`src/common/tpc_consts.svh`:
```
// offsets, field positions and reset values of the timer pulse unit block
`ifndef TPC_CONSTS_SVH
`define TPC_CONSTS_SVH

// ****************************************
// register bus shape
// ****************************************
`define TPC_ADDR_W 8
`define TPC_DATA_W 16

// ****************************************
// register byte offsets
// ****************************************
`define TPC_OFF_CTRL 8'h00
`define TPC_OFF_CNT 8'h02
`define TPC_OFF_GRA 8'h04
`define TPC_OFF_GRB 8'h06
`define TPC_OFF_BUFA 8'h08
`define TPC_OFF_STAT 8'h0a
`define TPC_OFF_IEN 8'h0c

// ****************************************
// control register fields
// ****************************************
`define TPC_CTRL_RUN 0
`define TPC_CTRL_EXT 1
`define TPC_CTRL_DOWN 2
`define TPC_CTRL_CLR_LO 3
`define TPC_CTRL_CLR_HI 4
`define TPC_CTRL_CAPA 5
`define TPC_CTRL_CAPB 6
`define TPC_CTRL_BUFA 7
`define TPC_CTRL_OEA 8
`define TPC_CTRL_OEB 9
`define TPC_CTRL_MASK 16'h03ff

// ****************************************
// status and enable register fields
// ****************************************
`define TPC_ST_GA 0
`define TPC_ST_GB 1
`define TPC_ST_OVF 4
`define TPC_ST_UDF 5
`define TPC_ST_MASK 16'h0033

// ****************************************
// reset values
// ****************************************
`define TPC_CTRL_RST 16'h0000
`define TPC_CNT_RST 16'h0000
`define TPC_GR_RST 16'hffff
`define TPC_STAT_RST 16'h0000

`endif

```
`src/common/tpc_pkg.sv`:
```
// types shared by the timer pulse unit block
package tpc_pkg;

  // phase of a cpu register access: the strobe cycle is the first state
  typedef enum logic [1:0] {
    PH_IDLE = 2'b00,
    PH_T2 = 2'b01
  } tpc_bus_phase_t;

  // counter clear source
  typedef enum logic [1:0] {
    CLR_NONE = 2'b00,
    CLR_GRA = 2'b01,
    CLR_GRB = 2'b11
  } tpc_clr_src_t;

endpackage

```
`src/verilog/tpc_sync_edge.sv`:
```
// two flip-flop synchroniser with edge detection for one pin
`timescale 1ns/1ps
module tpc_sync_edge (
  input wire logic clock,
  input wire logic rst,
  input wire logic ce,
  input wire logic din,
  output logic rise,
  output logic fall
);

  logic meta_reg;
  logic sync_reg;
  logic last_reg;

  // ****************************************
  // synchroniser and history
  // ****************************************
  // first stage feeds only the second stage
  always_ff @(posedge clock) begin
    if (rst) begin
      meta_reg <= 1'b0;
      sync_reg <= 1'b0;
      last_reg <= 1'b0;
    end else if (ce) begin
      meta_reg <= din;
      sync_reg <= meta_reg;
      last_reg <= sync_reg;
    end
  end

  // edges seen on the synchronised level
  assign rise = sync_reg & ~last_reg;
  assign fall = ~sync_reg & last_reg;

endmodule

```
`src/verilog/tpc_timer_unit.sv`:
```
// one channel of a 16-bit timer pulse unit with its bus contention logic
`timescale 1ns/1ps
`include "tpc_consts.svh"
module tpc_timer_unit #(
  parameter int DW = `TPC_DATA_W
) (
  input wire logic clock,
  input wire logic rst,
  input wire logic ce,
  input wire logic [`TPC_ADDR_W-1:0] bus_addr,
  input wire logic [DW-1:0] bus_wdata,
  input wire logic bus_wr,
  input wire logic bus_rd,
  output logic [DW-1:0] bus_rdata,
  output tpc_pkg::tpc_bus_phase_t bus_phase,
  output logic timer_irq,
  input wire logic ext_clock_in_a,
  input wire logic capture_compare_pin_a_in,
  output logic capture_compare_pin_a_out,
  output logic capture_compare_pin_a_oe,
  input wire logic capture_compare_pin_b_in,
  output logic capture_compare_pin_b_out,
  output logic capture_compare_pin_b_oe
);
  import tpc_pkg::*;

  localparam logic [DW-1:0] ONE = {{(DW-1){1'b0}}, 1'b1};
  localparam logic [DW-1:0] ZERO = '0;
  localparam logic [DW-1:0] MAXV = '1;

  // ****************************************
  // address decode
  // ****************************************
  function automatic logic hit(input logic [`TPC_ADDR_W-1:0] a, input logic [`TPC_ADDR_W-1:0] off);
    hit = (a == off);
  endfunction

  // ****************************************
  // state
  // ****************************************
  tpc_bus_phase_t phase_reg;
  logic [`TPC_ADDR_W-1:0] pend_addr_reg;
  logic [DW-1:0] pend_data_reg;
  logic [DW-1:0] ctrl_reg;
  logic [DW-1:0] up_down_counter_reg;
  logic [DW-1:0] gra_reg;
  logic [DW-1:0] grb_reg;
  logic [DW-1:0] bufa_reg;
  logic [DW-1:0] timer_status_reg;
  logic [DW-1:0] timer_irq_enable_reg;
  logic [DW-1:0] armed_reg;
  logic [DW-1:0] rdata_reg;
  logic irq_reg;
  logic pin_a_out_reg;
  logic pin_b_out_reg;
  logic pin_a_oe_reg;
  logic pin_b_oe_reg;

  logic [DW-1:0] cnt_next;
  logic [DW-1:0] gra_next;
  logic [DW-1:0] grb_next;
  logic [DW-1:0] bufa_next;
  logic [DW-1:0] ctrl_next;
  logic [DW-1:0] ien_next;
  logic [DW-1:0] stat_next;
  logic [DW-1:0] stat_set;
  logic [DW-1:0] stat_clr;
  logic [DW-1:0] read_value;

  // ****************************************
  // pin synchronisers
  // ****************************************
  logic [2:0] pin_raw;
  logic [2:0] pin_rise;
  assign pin_raw = {capture_compare_pin_b_in, capture_compare_pin_a_in, ext_clock_in_a};

  // one synchroniser per pin
  genvar gi;
  generate
    for (gi = 0; gi < 3; gi = gi + 1) begin : g_sync
      tpc_sync_edge u_sync (
        .clock(clock),
        .rst(rst),
        .ce(ce),
        .din(pin_raw[gi]),
        .rise(pin_rise[gi]),
        .fall()
      );
    end
  endgenerate

  // ****************************************
  // control fields
  // ****************************************
  logic run;
  logic ext_sel;
  logic down;
  logic cap_mode_a;
  logic cap_mode_b;
  logic buf_mode_a;
  tpc_clr_src_t clr_src;
  assign run = ctrl_reg[`TPC_CTRL_RUN];
  assign ext_sel = ctrl_reg[`TPC_CTRL_EXT];
  assign down = ctrl_reg[`TPC_CTRL_DOWN];
  assign cap_mode_a = ctrl_reg[`TPC_CTRL_CAPA];
  assign cap_mode_b = ctrl_reg[`TPC_CTRL_CAPB];
  assign buf_mode_a = ctrl_reg[`TPC_CTRL_BUFA];
  assign clr_src = tpc_clr_src_t'(ctrl_reg[`TPC_CTRL_CLR_HI:`TPC_CTRL_CLR_LO]);

  // ****************************************
  // second state of a write cycle
  // ****************************************
  logic t2_wr;
  logic wr_ctrl;
  logic wr_cnt;
  logic wr_gra;
  logic wr_grb;
  logic wr_bufa;
  logic wr_stat;
  logic wr_ien;
  assign t2_wr = (phase_reg == PH_T2);
  assign wr_ctrl = t2_wr && hit(pend_addr_reg, `TPC_OFF_CTRL);
  assign wr_cnt = t2_wr && hit(pend_addr_reg, `TPC_OFF_CNT);
  assign wr_gra = t2_wr && hit(pend_addr_reg, `TPC_OFF_GRA);
  assign wr_grb = t2_wr && hit(pend_addr_reg, `TPC_OFF_GRB);
  assign wr_bufa = t2_wr && hit(pend_addr_reg, `TPC_OFF_BUFA);
  assign wr_stat = t2_wr && hit(pend_addr_reg, `TPC_OFF_STAT);
  assign wr_ien = t2_wr && hit(pend_addr_reg, `TPC_OFF_IEN);

  // ****************************************
  // timer events
  // ****************************************
  logic tick;
  logic match_a;
  logic match_b;
  logic cap_a;
  logic cap_b;
  logic ovf;
  logic udf;
  logic clr_evt;

  // counter input clock: every cycle or a rising edge on the external pin
  assign tick = run && (ext_sel ? pin_rise[0] : 1'b1);
  // match only on a counter input clock, so equality alone repeats nothing
  assign match_a = tick && !cap_mode_a && (up_down_counter_reg == gra_reg) && !wr_gra;
  assign match_b = tick && !cap_mode_b && (up_down_counter_reg == grb_reg) && !wr_grb;
  assign cap_a = cap_mode_a && pin_rise[1];
  assign cap_b = cap_mode_b && pin_rise[2];
  assign ovf = tick && !down && (up_down_counter_reg == MAXV);
  assign udf = tick && down && (up_down_counter_reg == ZERO);

  // clear source selects the event of one register
  always_comb begin
    case (clr_src)
      CLR_GRA: clr_evt = match_a || cap_a;
      CLR_GRB: clr_evt = match_b || cap_b;
      default: clr_evt = 1'b0;
    endcase
  end

  // ****************************************
  // next values of the data registers
  // ****************************************
  // counter: clear, then cpu write, then count
  always_comb begin
    if (clr_evt) begin
      cnt_next = ZERO;
    end else if (wr_cnt) begin
      cnt_next = pend_data_reg;
    end else if (tick && down) begin
      cnt_next = up_down_counter_reg - ONE;
    end else if (tick) begin
      cnt_next = up_down_counter_reg + ONE;
    end else begin
      cnt_next = up_down_counter_reg;
    end
  end

  // register a: capture, then cpu write, then buffer transfer on match
  always_comb begin
    if (cap_a) begin
      gra_next = up_down_counter_reg;
    end else if (wr_gra) begin
      gra_next = pend_data_reg;
    end else if (buf_mode_a && match_a) begin
      gra_next = wr_bufa ? pend_data_reg : bufa_reg;
    end else begin
      gra_next = gra_reg;
    end
  end

  // register b: capture beats the cpu write
  always_comb begin
    if (cap_b) begin
      grb_next = up_down_counter_reg;
    end else if (wr_grb) begin
      grb_next = pend_data_reg;
    end else begin
      grb_next = grb_reg;
    end
  end

  // buffer: capture transfer beats the cpu write
  always_comb begin
    if (buf_mode_a && cap_a) begin
      bufa_next = gra_reg;
    end else if (wr_bufa) begin
      bufa_next = pend_data_reg;
    end else begin
      bufa_next = bufa_reg;
    end
  end

  // control and enable registers
  assign ctrl_next = wr_ctrl ? (pend_data_reg & `TPC_CTRL_MASK) : ctrl_reg;
  assign ien_next = wr_ien ? (pend_data_reg & `TPC_ST_MASK) : timer_irq_enable_reg;

  // ****************************************
  // status flags
  // ****************************************
  // overflow and underflow flags stay put under a clear or a counter write
  always_comb begin
    stat_set = ZERO;
    stat_set[`TPC_ST_GA] = match_a || cap_a;
    stat_set[`TPC_ST_GB] = match_b || cap_b;
    stat_set[`TPC_ST_OVF] = ovf && !clr_evt && !wr_cnt;
    stat_set[`TPC_ST_UDF] = udf && !clr_evt && !wr_cnt;
  end

  // a zero clears only a flag already read as one; a new event wins
  assign stat_clr = wr_stat ? (armed_reg & ~pend_data_reg) : ZERO;
  assign stat_next = ((timer_status_reg & ~stat_clr) | stat_set) & `TPC_ST_MASK;

  // ****************************************
  // read mux
  // ****************************************
  // reads see this cycle's updates, so a capture in the first state is returned
  always_comb begin
    if (hit(bus_addr, `TPC_OFF_CTRL)) begin
      read_value = ctrl_next;
    end else if (hit(bus_addr, `TPC_OFF_CNT)) begin
      read_value = cnt_next;
    end else if (hit(bus_addr, `TPC_OFF_GRA)) begin
      read_value = gra_next;
    end else if (hit(bus_addr, `TPC_OFF_GRB)) begin
      read_value = grb_next;
    end else if (hit(bus_addr, `TPC_OFF_BUFA)) begin
      read_value = bufa_next;
    end else if (hit(bus_addr, `TPC_OFF_STAT)) begin
      read_value = stat_next;
    end else if (hit(bus_addr, `TPC_OFF_IEN)) begin
      read_value = ien_next;
    end else begin
      read_value = ZERO; // unmapped
    end
  end

  // ****************************************
  // bus cycle sequencer
  // ****************************************
  // a write strobe is the first state; the commit happens in the next cycle
  always_ff @(posedge clock) begin
    if (rst) begin
      phase_reg <= PH_IDLE;
      pend_addr_reg <= '0;
      pend_data_reg <= ZERO;
    end else if (ce) begin
      if (bus_wr) begin
        phase_reg <= PH_T2;
        pend_addr_reg <= bus_addr;
        pend_data_reg <= bus_wdata;
      end else begin
        phase_reg <= PH_IDLE;
      end
    end
  end

  // read data stand only in the cycle after the strobe
  always_ff @(posedge clock) begin
    if (rst) begin
      rdata_reg <= ZERO;
    end else if (ce) begin
      rdata_reg <= bus_rd ? read_value : ZERO;
    end
  end

  // ****************************************
  // timer registers
  // ****************************************
  // counter and control
  always_ff @(posedge clock) begin
    if (rst) begin
      ctrl_reg <= `TPC_CTRL_RST;
      up_down_counter_reg <= `TPC_CNT_RST;
    end else if (ce) begin
      ctrl_reg <= ctrl_next;
      up_down_counter_reg <= cnt_next;
    end
  end

  // compare/capture and buffer registers
  always_ff @(posedge clock) begin
    if (rst) begin
      gra_reg <= `TPC_GR_RST;
      grb_reg <= `TPC_GR_RST;
      bufa_reg <= `TPC_GR_RST;
    end else if (ce) begin
      gra_reg <= gra_next;
      grb_reg <= grb_next;
      bufa_reg <= bufa_next;
    end
  end

  // ****************************************
  // status, enable and interrupt
  // ****************************************
  // status flags and their read-as-one marks
  always_ff @(posedge clock) begin
    if (rst) begin
      timer_status_reg <= `TPC_STAT_RST;
      armed_reg <= ZERO;
    end else if (ce) begin
      timer_status_reg <= stat_next;
      if (bus_rd && hit(bus_addr, `TPC_OFF_STAT)) begin
        armed_reg <= stat_next;
      end else begin
        armed_reg <= armed_reg & stat_next;
      end
    end
  end

  // interrupt request follows flags and enables with no extra lag
  always_ff @(posedge clock) begin
    if (rst) begin
      timer_irq_enable_reg <= ZERO;
      irq_reg <= 1'b0;
    end else if (ce) begin
      timer_irq_enable_reg <= ien_next;
      irq_reg <= |(stat_next & ien_next);
    end
  end

  // ****************************************
  // compare output pins
  // ****************************************
  // toggle on match; driven only when enabled in compare mode
  always_ff @(posedge clock) begin
    if (rst) begin
      pin_a_out_reg <= 1'b0;
      pin_b_out_reg <= 1'b0;
      pin_a_oe_reg <= 1'b0;
      pin_b_oe_reg <= 1'b0;
    end else if (ce) begin
      pin_a_oe_reg <= ctrl_next[`TPC_CTRL_OEA] && !ctrl_next[`TPC_CTRL_CAPA];
      pin_b_oe_reg <= ctrl_next[`TPC_CTRL_OEB] && !ctrl_next[`TPC_CTRL_CAPB];
      if (match_a) begin
        pin_a_out_reg <= !pin_a_out_reg;
      end
      if (match_b) begin
        pin_b_out_reg <= !pin_b_out_reg;
      end
    end
  end

  // ****************************************
  // outputs
  // ****************************************
  assign bus_rdata = rdata_reg;
  assign bus_phase = phase_reg;
  assign timer_irq = irq_reg;
  assign capture_compare_pin_a_out = pin_a_out_reg;
  assign capture_compare_pin_a_oe = pin_a_oe_reg;
  assign capture_compare_pin_b_out = pin_b_out_reg;
  assign capture_compare_pin_b_oe = pin_b_oe_reg;

endmodule
```
`config.mk`:
```
export PLATFORM = sky130hd
export DESIGN_NAME = tpc_timer_unit
export DESIGN_NICKNAME = d
export VERILOG_FILES = /design/src/common/tpc_pkg.sv /design/src/verilog/tpc_sync_edge.sv /design/src/verilog/tpc_timer_unit.sv
export VERILOG_INCLUDE_DIRS = /design/src /design/src/common
export SDC_FILE = /design/constraint.sdc
export NUM_CORES = 1
export LEC_CHECK = 0
export ABC_AREA = 1
export BUFFER_PORTS_ARGS = -buffer_cell sky130_fd_sc_hd__buf_2
export CAP_MARGIN = 5
export CORE_MARGIN = 1.5
export CORE_UTILIZATION = 35
export DETAILED_ROUTE_END_ITERATION = 6
export HOLD_SLACK_MARGIN = 0.03
export PLACE_DENSITY = 0.53
export SETUP_SLACK_MARGIN = 0.15
export SKIP_CTS_REPAIR_TIMING = 1
export SYNTH_ARGS = -nofsm -noshare
export SYNTH_HDL_FRONTEND = slang
export SYNTH_SLANG_ARGS = --single-unit
export TNS_END_PERCENT = 10
```
`constraint.sdc`:
```
create_clock -name clock -period 2.8 [get_ports clock]
set_clock_uncertainty 0.15 [all_clocks]
set_input_delay 0 -clock clock [delete_from_list [all_inputs] [get_ports clock]]
set_output_delay 0 -clock clock [all_outputs]
set_load 0.01 [all_outputs]
```
; Word level (Yosys, flattened, before mapping)
; Cells that the tools add are included.
[classes]
order_cmp = 0
bitwise = 13
shifts = 0
n_reduce_logical = 49
n_div = 0
mux = 26
n_eq_ne = 18
addsub = 2
n_mul = 0
[op_table]
columns = operator, count
row1 = 16-bit 2-to-1 mux, 22
row2 = 8-bit by 4-bit equality test with 1-bit output (second input constant), 6
row3 = 16-bit equality test, 2
row4 = 8-bit by 3-bit equality test with 1-bit output (second input constant), 4
row5 = 1-bit logical AND, 29
row6 = 16-bit by 1-bit adder with 16-bit output (second input constant), 1
row7 = 16-bit by 6-bit AND with 16-bit output, 1
row8 = 6-bit by 16-bit AND with 16-bit output, 1
row9 = 16-bit equality test (second input constant), 1
row10 = 8-bit by 2-bit equality test with 1-bit output (second input constant), 2
row11 = 16-bit zero test, 1
row12 = 8-bit zero test, 2
row13 = 16-bit OR reduction, 1
row14 = 16-bit by 1-bit subtractor with 16-bit output (second input constant), 1
row15 = 6-bit AND, 2
row16 = 6-bit NOT, 2
row17 = 1-bit zero test, 11
row18 = 6-bit 2-to-1 mux, 1
row19 = 6-bit bitwise OR, 1
row20 = 2-bit AND reduction, 3
row21 = 2-bit by 1-bit equality test with 1-bit output (second input constant), 2
row22 = 1-bit AND, 3
row23 = 1-bit NOT, 3
row24 = 2-bit equality test (second input constant), 1
row25 = 3 further kinds, 5
[word_totals]
ramBits = 0
out_inout_bits = 23
ff_bits = 172
inputBits = 32
mem_count = 0
romBits = 0
elab_cells = 134
latchBits = 0

; Longest topological paths before layout
; Gate-level depths: netlist of the first run.
[logic_depth]
word_depth = 20
mapped_depth = 20
depth_no_buf = 19

; Cells and area by module
; A second synthesis of the first run with hierarchy kept.
[hier_totals]
hier_cells = 1565
area_unflattened_um2 = 9580.4
[modules_own_cells]
columns = module, cells_each, seq_area_each_um2, instances, area_per_inst_um2
row1 = tpc_timer_unit, 1499, 3002.9, 1, 9186.3
row2 = tpc_sync_edge, 22, 60.1, 3, 131.4

; Worst setup path after synthesis of the first run
; No wires, ideal clock.
[synth_timing]
kind = reg2reg
from = register up_down_counter_reg[1]
to = register rdata_reg[10] (netlist: bus_rdata[10])
t_required_ns = 2.513
stages_incl_launch_ff = 15
setup_ns = 0.137
arrival_ns = 1.805
period_less_slack_ns = 2.092
slack_ns = 0.708
n_path_buf = 0
path_cell_list = dfxtp_1 -> ha_1 -> nand2_1 -> nor3_1 -> nand3_1 -> o21ai_2 -> o211ai_1 -> nand2_1 -> nand2_1 -> o21ai_1 -> nand2_1 -> nand2_1 -> nand2_1 -> nand2_1 -> a21oi_1
[synth_between]
elab_chain_cells = 11
word_cells_on_any_way = 23
classes_between = add/sub (2) / eq/ne (2) / mux (12) / reduce/logical (7)
[synth_lines]
columns = element, line
row1 = "start, declared", tpc_timer_unit.sv:45  ; logic [DW-1:0] up_down_counter_reg;
row2 = "start signal, assigned", tpc_timer_unit.sv:294  ; up_down_counter_reg <= `TPC_CNT_RST;
row3 = "start signal, assigned", tpc_timer_unit.sv:297  ; up_down_counter_reg <= cnt_next;
row4 = branches (longest 8 deep; another with 16-bit by 1-bit adder with 16-bit output), n/a
row5 = 16-bit 2-to-1 mux *, tpc_timer_unit.sv:241  ; end else if (hit(bus_addr, `TPC_OFF_CNT)) begin
row6 = 16-bit 2-to-1 mux *, tpc_timer_unit.sv:239  ; if (hit(bus_addr, `TPC_OFF_CTRL)) begin
row7 = 16-bit 2-to-1 mux *, tpc_timer_unit.sv:283  ; rdata_reg <= bus_rd ? read_value : ZERO;
row8 = "end signal, assigned", tpc_timer_unit.sv:283
row9 = "end, declared", tpc_timer_unit.sv:52  ; logic [DW-1:0] rdata_reg;
; Mark *: on every way between the ends.
; A chain may end at the register's enable or synchronous reset.

; Final worst setup path of the first run
[layout_timing]
from = register g_sync[0].u_sync.last_reg
to = register rdata_reg[5] (netlist: bus_rdata[5])
[layout_between]
elab_chain_cells = 20
word_cells_on_any_way = 34
classes_between = mux (16) / bitwise (3) / reduce/logical (15)
[layout_lines]
columns = element, line
row1 = "start, declared", tpc_sync_edge.sv:14  ; logic last_reg;
row2 = "start signal, assigned", tpc_sync_edge.sv:28  ; last_reg <= sync_reg;
row3 = 1-bit NOT *, tpc_sync_edge.sv:33  ; assign rise = sync_reg & ~last_reg;
row4 = 1-bit AND *, tpc_sync_edge.sv:33
row5 = 1-bit 2-to-1 mux *, tpc_timer_unit.sv:143  ; assign tick = run && (ext_sel ? pin_rise[0] : 1'b1);
row6 = 1-bit logical AND *, tpc_timer_unit.sv:143
row7 = "1-bit logical AND, on equally long branches (3 in series)", "tpc_timer_unit.sv:146, tpc_timer_unit.sv:145"
row8 = "1-bit logical OR, on equally long branches", "tpc_timer_unit.sv:156, tpc_timer_unit.sv:155"
row9 = 1-bit one-hot mux with 2 select lines, tpc_timer_unit.sv:154  ; case (clr_src)
row10 = 1-bit zero test, tpc_timer_unit.sv:227  ; stat_set[`TPC_ST_UDF] = udf && !clr_evt && !wr_cnt;
row11 = 1-bit logical AND (2 in series), tpc_timer_unit.sv:227
row12 = 6-bit bitwise OR, tpc_timer_unit.sv:232  ; assign stat_next = ((timer_status_reg & ~stat_clr) | stat_set) & `TPC_ST_MASK;
row13 = 16-bit 2-to-1 mux, tpc_timer_unit.sv:249  ; end else if (hit(bus_addr, `TPC_OFF_STAT)) begin
row14 = 16-bit 2-to-1 mux, tpc_timer_unit.sv:247  ; end else if (hit(bus_addr, `TPC_OFF_BUFA)) begin
row15 = 16-bit 2-to-1 mux, tpc_timer_unit.sv:245  ; end else if (hit(bus_addr, `TPC_OFF_GRB)) begin
row16 = 16-bit 2-to-1 mux, tpc_timer_unit.sv:243  ; end else if (hit(bus_addr, `TPC_OFF_GRA)) begin
row17 = 16-bit 2-to-1 mux *, tpc_timer_unit.sv:241
row18 = 16-bit 2-to-1 mux *, tpc_timer_unit.sv:239
row19 = 16-bit 2-to-1 mux *, tpc_timer_unit.sv:283
; Every way passes the cells marked *; elsewhere a longest branch is shown, timed or not.

==> results of run 1 <==
[area by class of cell]
type                       instances  area [um^2]  share of cell area, %
clock buffer                      17          425                   3.60
clock inverter                    15          166                   1.41
inverter                         172          653                   5.53
multi-input combinational       1117         5440                   46.1
sequential                       159         3200                   27.1
tap                              341          427                   3.61
timing repair buffer             196         1500                   12.7
[stage by stage]
step	std cells	setup WS [ps]
floorplan	1532	708
global placement	1941	-55.1
detailed placement	1941	-45.0
CTS	1973	-57.0
global route	2017	97.4
finish	2017	223
[critical path: stages, from the launching register on]
cell and delay (ps):
dfxtp_1 300, inv_1 70, nand2_2 100, a21oi_4 280
buf_6 160, nand2_1 60, buf_6 150, or2_2 270
nand3_1 110, a21oi_1 90, o21ai_2 90, nand3_2 140
o21ai_2 180, inv_1 60, nand2_1 100, nand2_1 60
a21oi_1 110
[routing by layer]
layer / share of wire, % / GRT usage (%)
met2: 44 / 42.4
met3: 8.5 / 5.03
met5: 0 / 0
met1: 44 / 38.4
met4: 4.0 / 12.5
[kinds of logic (layout without fill, tap and decap cells)]
| logic type | Yosys count | in the layout | synth area share, % |
|---|---|---|---|
| fa+ha+maj | 3 | 3 | 0.394 |
| compound gates | 398 | 398 | 23.1 |
| mux | 1 | 1 | 0.105 |
| buf+inv | 257 | 400 | 10.8 |
| xor+xnor | 10 | 10 | 0.919 |
| flops | 159 | 159 | 33.4 |
| simple gates | 703 | 704 | 31.2 |
| other cells | 1 | 1 | 0.0394 |
[final timing paths]
path                                                from                                endpoint  slack, ps  depth (start not counted)
setup / recovery  g_sync[0].u_sync.last_reg$_SDFFE_PP0P_               bus_rdata[5]$_SDFFE_PP0P_        220                         16
hold / removal                                       rst  g_sync[0].u_sync.last_reg$_SDFFE_PP0P_         -7                          4
setup reg to reg  g_sync[0].u_sync.last_reg$_SDFFE_PP0P_               bus_rdata[5]$_SDFFE_PP0P_        220                         16
hold reg to reg                ctrl_reg[13]$_SDFFE_PP0P_               ctrl_reg[13]$_SDFFE_PP0P_        310                          2
[report_power, final]
group / switching (W) / total, W / internal [W]
registers: 0.0000887 / 0.00245 / 0.00236
clock network: 0.00121 / 0.00241 / 0.00120
logic: 0.000544 / 0.000852 / 0.000308
[placed cells by master (no fill, tap or decap), types with 14 or more instances in the layout]
master	netlist	final
a21oi_1	126	126
buf_2	17	53
buf_4	7	98
clkbuf_16	0	17
dfxtp_1	159	151
dlygate4sd3_1	0	38
inv_1	153	151
inv_2	14	14
nand2_1	441	430
nand2_2	13	24
nand3_1	91	85
nor2_1	116	110
o211ai_1	41	41
o21ai_0	182	178
==> results.ini, run 1 <==
[timing]
layout_min_cycle_time_ps=2580
worst_pin_slew_ps=961
rsz0062_at_grt=true
hold_viol=5
maxSlewHeadroom_pct=35.9
max_freq_ghz=0.388
post-route-period-util_pct=92.0
maxSlewViolCount=0
fin_hold_ws_ps=-6.52
setup_tns_ps=0
setup_viol=0

[die]
initial_core_util_pct=35.6
die_area_um2=28200
dieHeight_um=168
ioPinCount=55
core_um2=26800
row_count=60
dieWidth_um=168

[cts]
insertion_delay_ps=450
cts-root-buf=clkbuf_16
cts_tree=yes
clockBufferDepth=2
path_clk_slew_ps=80
cts_made_buffers=17
htreeDepth=4
cts_sinks=159

[flow_run]
cap_violations=0

[power]
power_w=0.00571
p_leak_nw=5.58
peakVddDrop_mv=0.366
powerDensity_nw_per_um2=484

[logic_synthesis]
ys_seq_area_share_pct=33.4
synth.avg_cell_area_um2=6.22
ys_warn_count=0
synth.most_common_cell=nand2_1
synth.distinct_cells=52
synth-seq-cells=159
async_flop_share_pct=0
synth_edf_count=0
synth.cell_area_um2=9530
syn_nets=1567
synthFlopType=dfxtp_1
synthTopCellsByArea=dfxtp_1, nand2_1, o21ai_0
synth_top_area_share_pct=33.4
syn_inst=1532
yosysTopAreaCell=dfxtp_1
synth_commonest_cells=nand2_1, o21ai_0, dfxtp_1

[placed_design]
gp_congestion=0.952
hpwl_um=29100
place_area_um2=10600
io_buffer_count=53

[routing]
vias=10800
ant_nets=0
drt-initial-drc-count=1096
viasPerCell=5.35
wl_per_cell_um=19.5
routed_wirelength_um=39400
dr.pass1.iters=6
drc=0

[setup_path]
crit_type=reg2reg
arrival_ps=2790
cp-start-kind=flop
cp_data_required_time_ps=3020
crit_fanout=13
cp-end-kind=flop

[cells_and_area]
drive_above_1_share_pct=17.2
postLayoutCellArea_um2=11800
num_antenna_cells=0
fin_nets=1698
area_growth_pct=23.9
finish.utilization_pct=44.1
num-fill-cells=2807

[status]
violations=negative hold slack
outcome=finished with violations

[global_route]
grt_pass1_wl_um=59400
grt_max_degree=90
grt_pass1_vias=9820
grtUsageTotal_pct=27.9
overflow=0
antenna_found_initial=0

[min_path]
min_path_type=in2reg

Power figures use the tool's default switching activity.
==> inputs of run 2 (changes only) <==
--- a/config.mk
+++ b/config.mk
@@ -13,7 +13,7 @@
 export CORE_UTILIZATION = 35
 export DETAILED_ROUTE_END_ITERATION = 6
 export HOLD_SLACK_MARGIN = 0.03
-export PLACE_DENSITY = 0.53
+export PLACE_DENSITY = 0.62
 export SETUP_SLACK_MARGIN = 0.15
 export SKIP_CTS_REPAIR_TIMING = 1
 export SYNTH_ARGS = -nofsm -noshare
==> run 2 against run 1 <==
Against the previous run: the run now ends clean; worst hold slack better by 26 ps; non-clock buffer count is 39 lower; combinational power is 7.7% lower; critical endpoint is now bus_rdata[6]$_SDFFE_PP0P_.
==> results.ini, run 2 (synthesis gave the netlist of run 1 again) <==
[routing]
routed_wirelength_um=37000  ; was 39,400 um
dr.pass1.iters=5  ; was 6
ant_nets=0  ; unchanged
viasPerCell=5.36  ; was 5.35
wl_per_cell_um=18.7  ; was 19.5 um
vias=10600  ; was 10,800
drt-initial-drc-count=1036  ; was 1,096
drc=0  ; unchanged

[setup_path]
cp_num_buf_inv=2  ; was 4
cp-end-kind=flop  ; unchanged
critPathTopFamily=simple AND/OR/NAND/NOR gates  ; unchanged
cp_data_required_time_ps=2960  ; was 3020 ps
max_stage_delay_ps=420  ; was 300 ps
crit_cells=17  ; was 16
path_cells=inv_2 -> nand2_2 -> nand2_2 -> nor2_2 -> nand2_2 -> nor2_4 -> nand3_4 -> nand2_1 -> nand2_2 -> nand2_4 -> inv_4 -> nand3_1 -> nor2_1 -> nor2_1 -> nand3_1 -> nand2_1 -> a21oi_1  ; was inv_1 -> nand2_2 -> a21oi_4 -> buf_6 -> nand2_1 -> buf_6 -> or2_2 -> nand3_1 -> a21oi_1 -> o21ai_2 -> nand3_2 -> o21ai_2 -> inv_1 -> nand2_1 -> nand2_1 -> a21oi_1
endpoint=bus_rdata[6]$_SDFFE_PP0P_  ; was bus_rdata[5]$_SDFFE_PP0P_
rr_endpoint=bus_rdata[6]$_SDFFE_PP0P_  ; was bus_rdata[5]$_SDFFE_PP0P_
arrival_ps=2740  ; was 2790 ps
rr_worst_depth=17  ; was 16
cp_common_cell=nand2_2  ; was nand2_1
ff2ff_setup_slack_ps=220  ; about the same
crit_type=reg2reg  ; unchanged
timing.rr.start=up_down_counter_reg[5]$_SDFFE_PP0P_  ; was g_sync[0].u_sync.last_reg$_SDFFE_PP0P_
cp-start-kind=flop  ; unchanged
cpMaxStageDelayCell=dfxtp_2  ; was dfxtp_1
crit_fanout=10  ; was 13
crit_start=up_down_counter_reg[5]$_SDFFE_PP0P_  ; was g_sync[0].u_sync.last_reg$_SDFFE_PP0P_

[timing]
post-route-period-util_pct=92.1  ; was 92.0%
fin_hold_ws_ps=19.9  ; was -6.52 ps
setup_viol=0  ; unchanged
maxSlewViolCount=0  ; unchanged
maxSlewHeadroom_pct=50.7  ; was 35.9%
worst_pin_slew_ps=738  ; was 961 ps
rsz0062_at_grt=true  ; unchanged
setup_ws_ps=221  ; was 223 ps
setup_tns_ps=0  ; unchanged
hold_viol=0  ; was 5
max_freq_ghz=0.388  ; about the same
layout_min_cycle_time_ps=2580  ; about the same

[flow_run]
cap_violations=0  ; unchanged

[power]
peakVddDrop_mv=0.413  ; was 0.366 mV
powerDensity_nw_per_um2=499  ; was 484 nW/um^2
p_leak_nw=5.36  ; was 5.58 nW
power_w=0.00571  ; about the same

[cts]
clockBufferDepth=2  ; unchanged
insertion_delay_ps=440  ; was 450 ps
cts_sinks=159  ; unchanged
cts_made_buffers=17  ; unchanged
cts_tree=yes  ; unchanged
path_clk_slew_ps=70  ; was 80 ps
htreeDepth=4  ; unchanged
cts-root-buf=clkbuf_16  ; unchanged

[status]
outcome=finished, final reports clean  ; was finished with violations

[die]
core_um2=26800  ; unchanged
dieHeight_um=168  ; unchanged
die_area_um2=28200  ; unchanged
initial_core_util_pct=35.6  ; unchanged
ioPinCount=55  ; unchanged
dieWidth_um=168  ; unchanged
row_count=60  ; unchanged

[cells_and_area]
num-fill-cells=2800  ; was 2,807
area_growth_pct=20.0  ; was 23.9%
final_cell_mix=nand2_1, o21ai_0, inv_1, dfxtp_1, a21oi_1  ; unchanged
postLayoutCellArea_um2=11400  ; was 11,800 um^2
num_antenna_cells=0  ; unchanged
multi_input_area_um2=5380  ; was 5440 um^2
fin_nets=1659  ; was 1,698
seq_area_um2=3210  ; was 3200 um^2
final_common_cell=nand2_1  ; unchanged
drive_above_1_share_pct=14.6  ; was 17.2%

[global_route]
grt_pass1_vias=9826  ; was 9,820
grt_max_degree=45  ; was 90
grt_pass1_wl_um=57000  ; was 59,400 um
grtUsageTotal_pct=26.4  ; was 27.9%
antenna_found_initial=0  ; unchanged
overflow=0  ; unchanged

[min_path]
whs_path_depth=4  ; unchanged
min_path_type=in2reg  ; unchanged

[placed_design]
dpl_worst_slack_ps=64.3  ; was -45.0 ps
io_buffer_count=53  ; unchanged
gp_congestion=0.987  ; was 0.952
place_area_um2=10400  ; was 10,600 um^2
hpwl_um=27300  ; was 29,100 um

-- run 2: changes by cell type in the layout (fill, tap and decap cells not counted), sizes merged, moves of 2 or more --
cell | before | now
dlygate4sd3 | 38 | 32
clkinv | 10 | 4
inv | 175 | 180
bufinv | 0 | 2
buf | 158 | 125
-- run 2: layout make-up --
cell class	instances	area share [%]
multi-input combinational	1117	47.0
sequential	159	28.0
timing repair buffer	157	10.2
inverter	172	5.69
tap	341	3.73
clock buffer	17	3.72
clock inverter	15	1.60
-- run 2: tightest hold or removal path: cells and delay by family --
kind	cells	cell delay (ps)
compound gates	1	180
simple gates	1	40
buf+inv	2	340
-- run 2: worst min-delay path by stage --
stage,start,end
detailed placement,capture_compare_pin_b_in,g_sync[2].u_sync.meta_reg$_SDFFE_PP0P_
floorplan,ext_clock_in_a,g_sync[0].u_sync.meta_reg$_SDFFE_PP0P_
global route,bus_wr,pend_data_reg[0]$_SDFFE_PP0P_
finish,bus_wr,bus_phase[0]$_SDFFE_PP0P_
global placement,capture_compare_pin_b_in,g_sync[2].u_sync.meta_reg$_SDFFE_PP0P_
CTS,capture_compare_pin_b_in,g_sync[2].u_sync.meta_reg$_SDFFE_PP0P_
-- run 2: power breakdown --
| part | internal, W | leakage [nW] | switching [W] |
|---|---|---|---|
| Clock | 0.00136 | 0.298 | 0.00111 |
| Sequential | 0.00236 | 1.31 | 0.0000943 |
| Combinational | 0.000268 | 3.76 | 0.000518 |
-- run 2: metrics by stage --
| stage | util, % | std cells |
|---|---|---|
| after floorplan | - | 1532 |
| after global placement | 38.8 | 1909 |
| after detailed placement | 38.8 | 1909 |
| after CTS | 41.0 | 1941 |
| after global routing | 42.7 | 1978 |
| final | 42.7 | 1978 |
-- run 2: layer usage --
layer  wire length (um)  GRT usage (%)
met1              15700           34.8
met2              15900           40.1
met3               3320           5.31
met4               2120           15.5
met5                  0              0
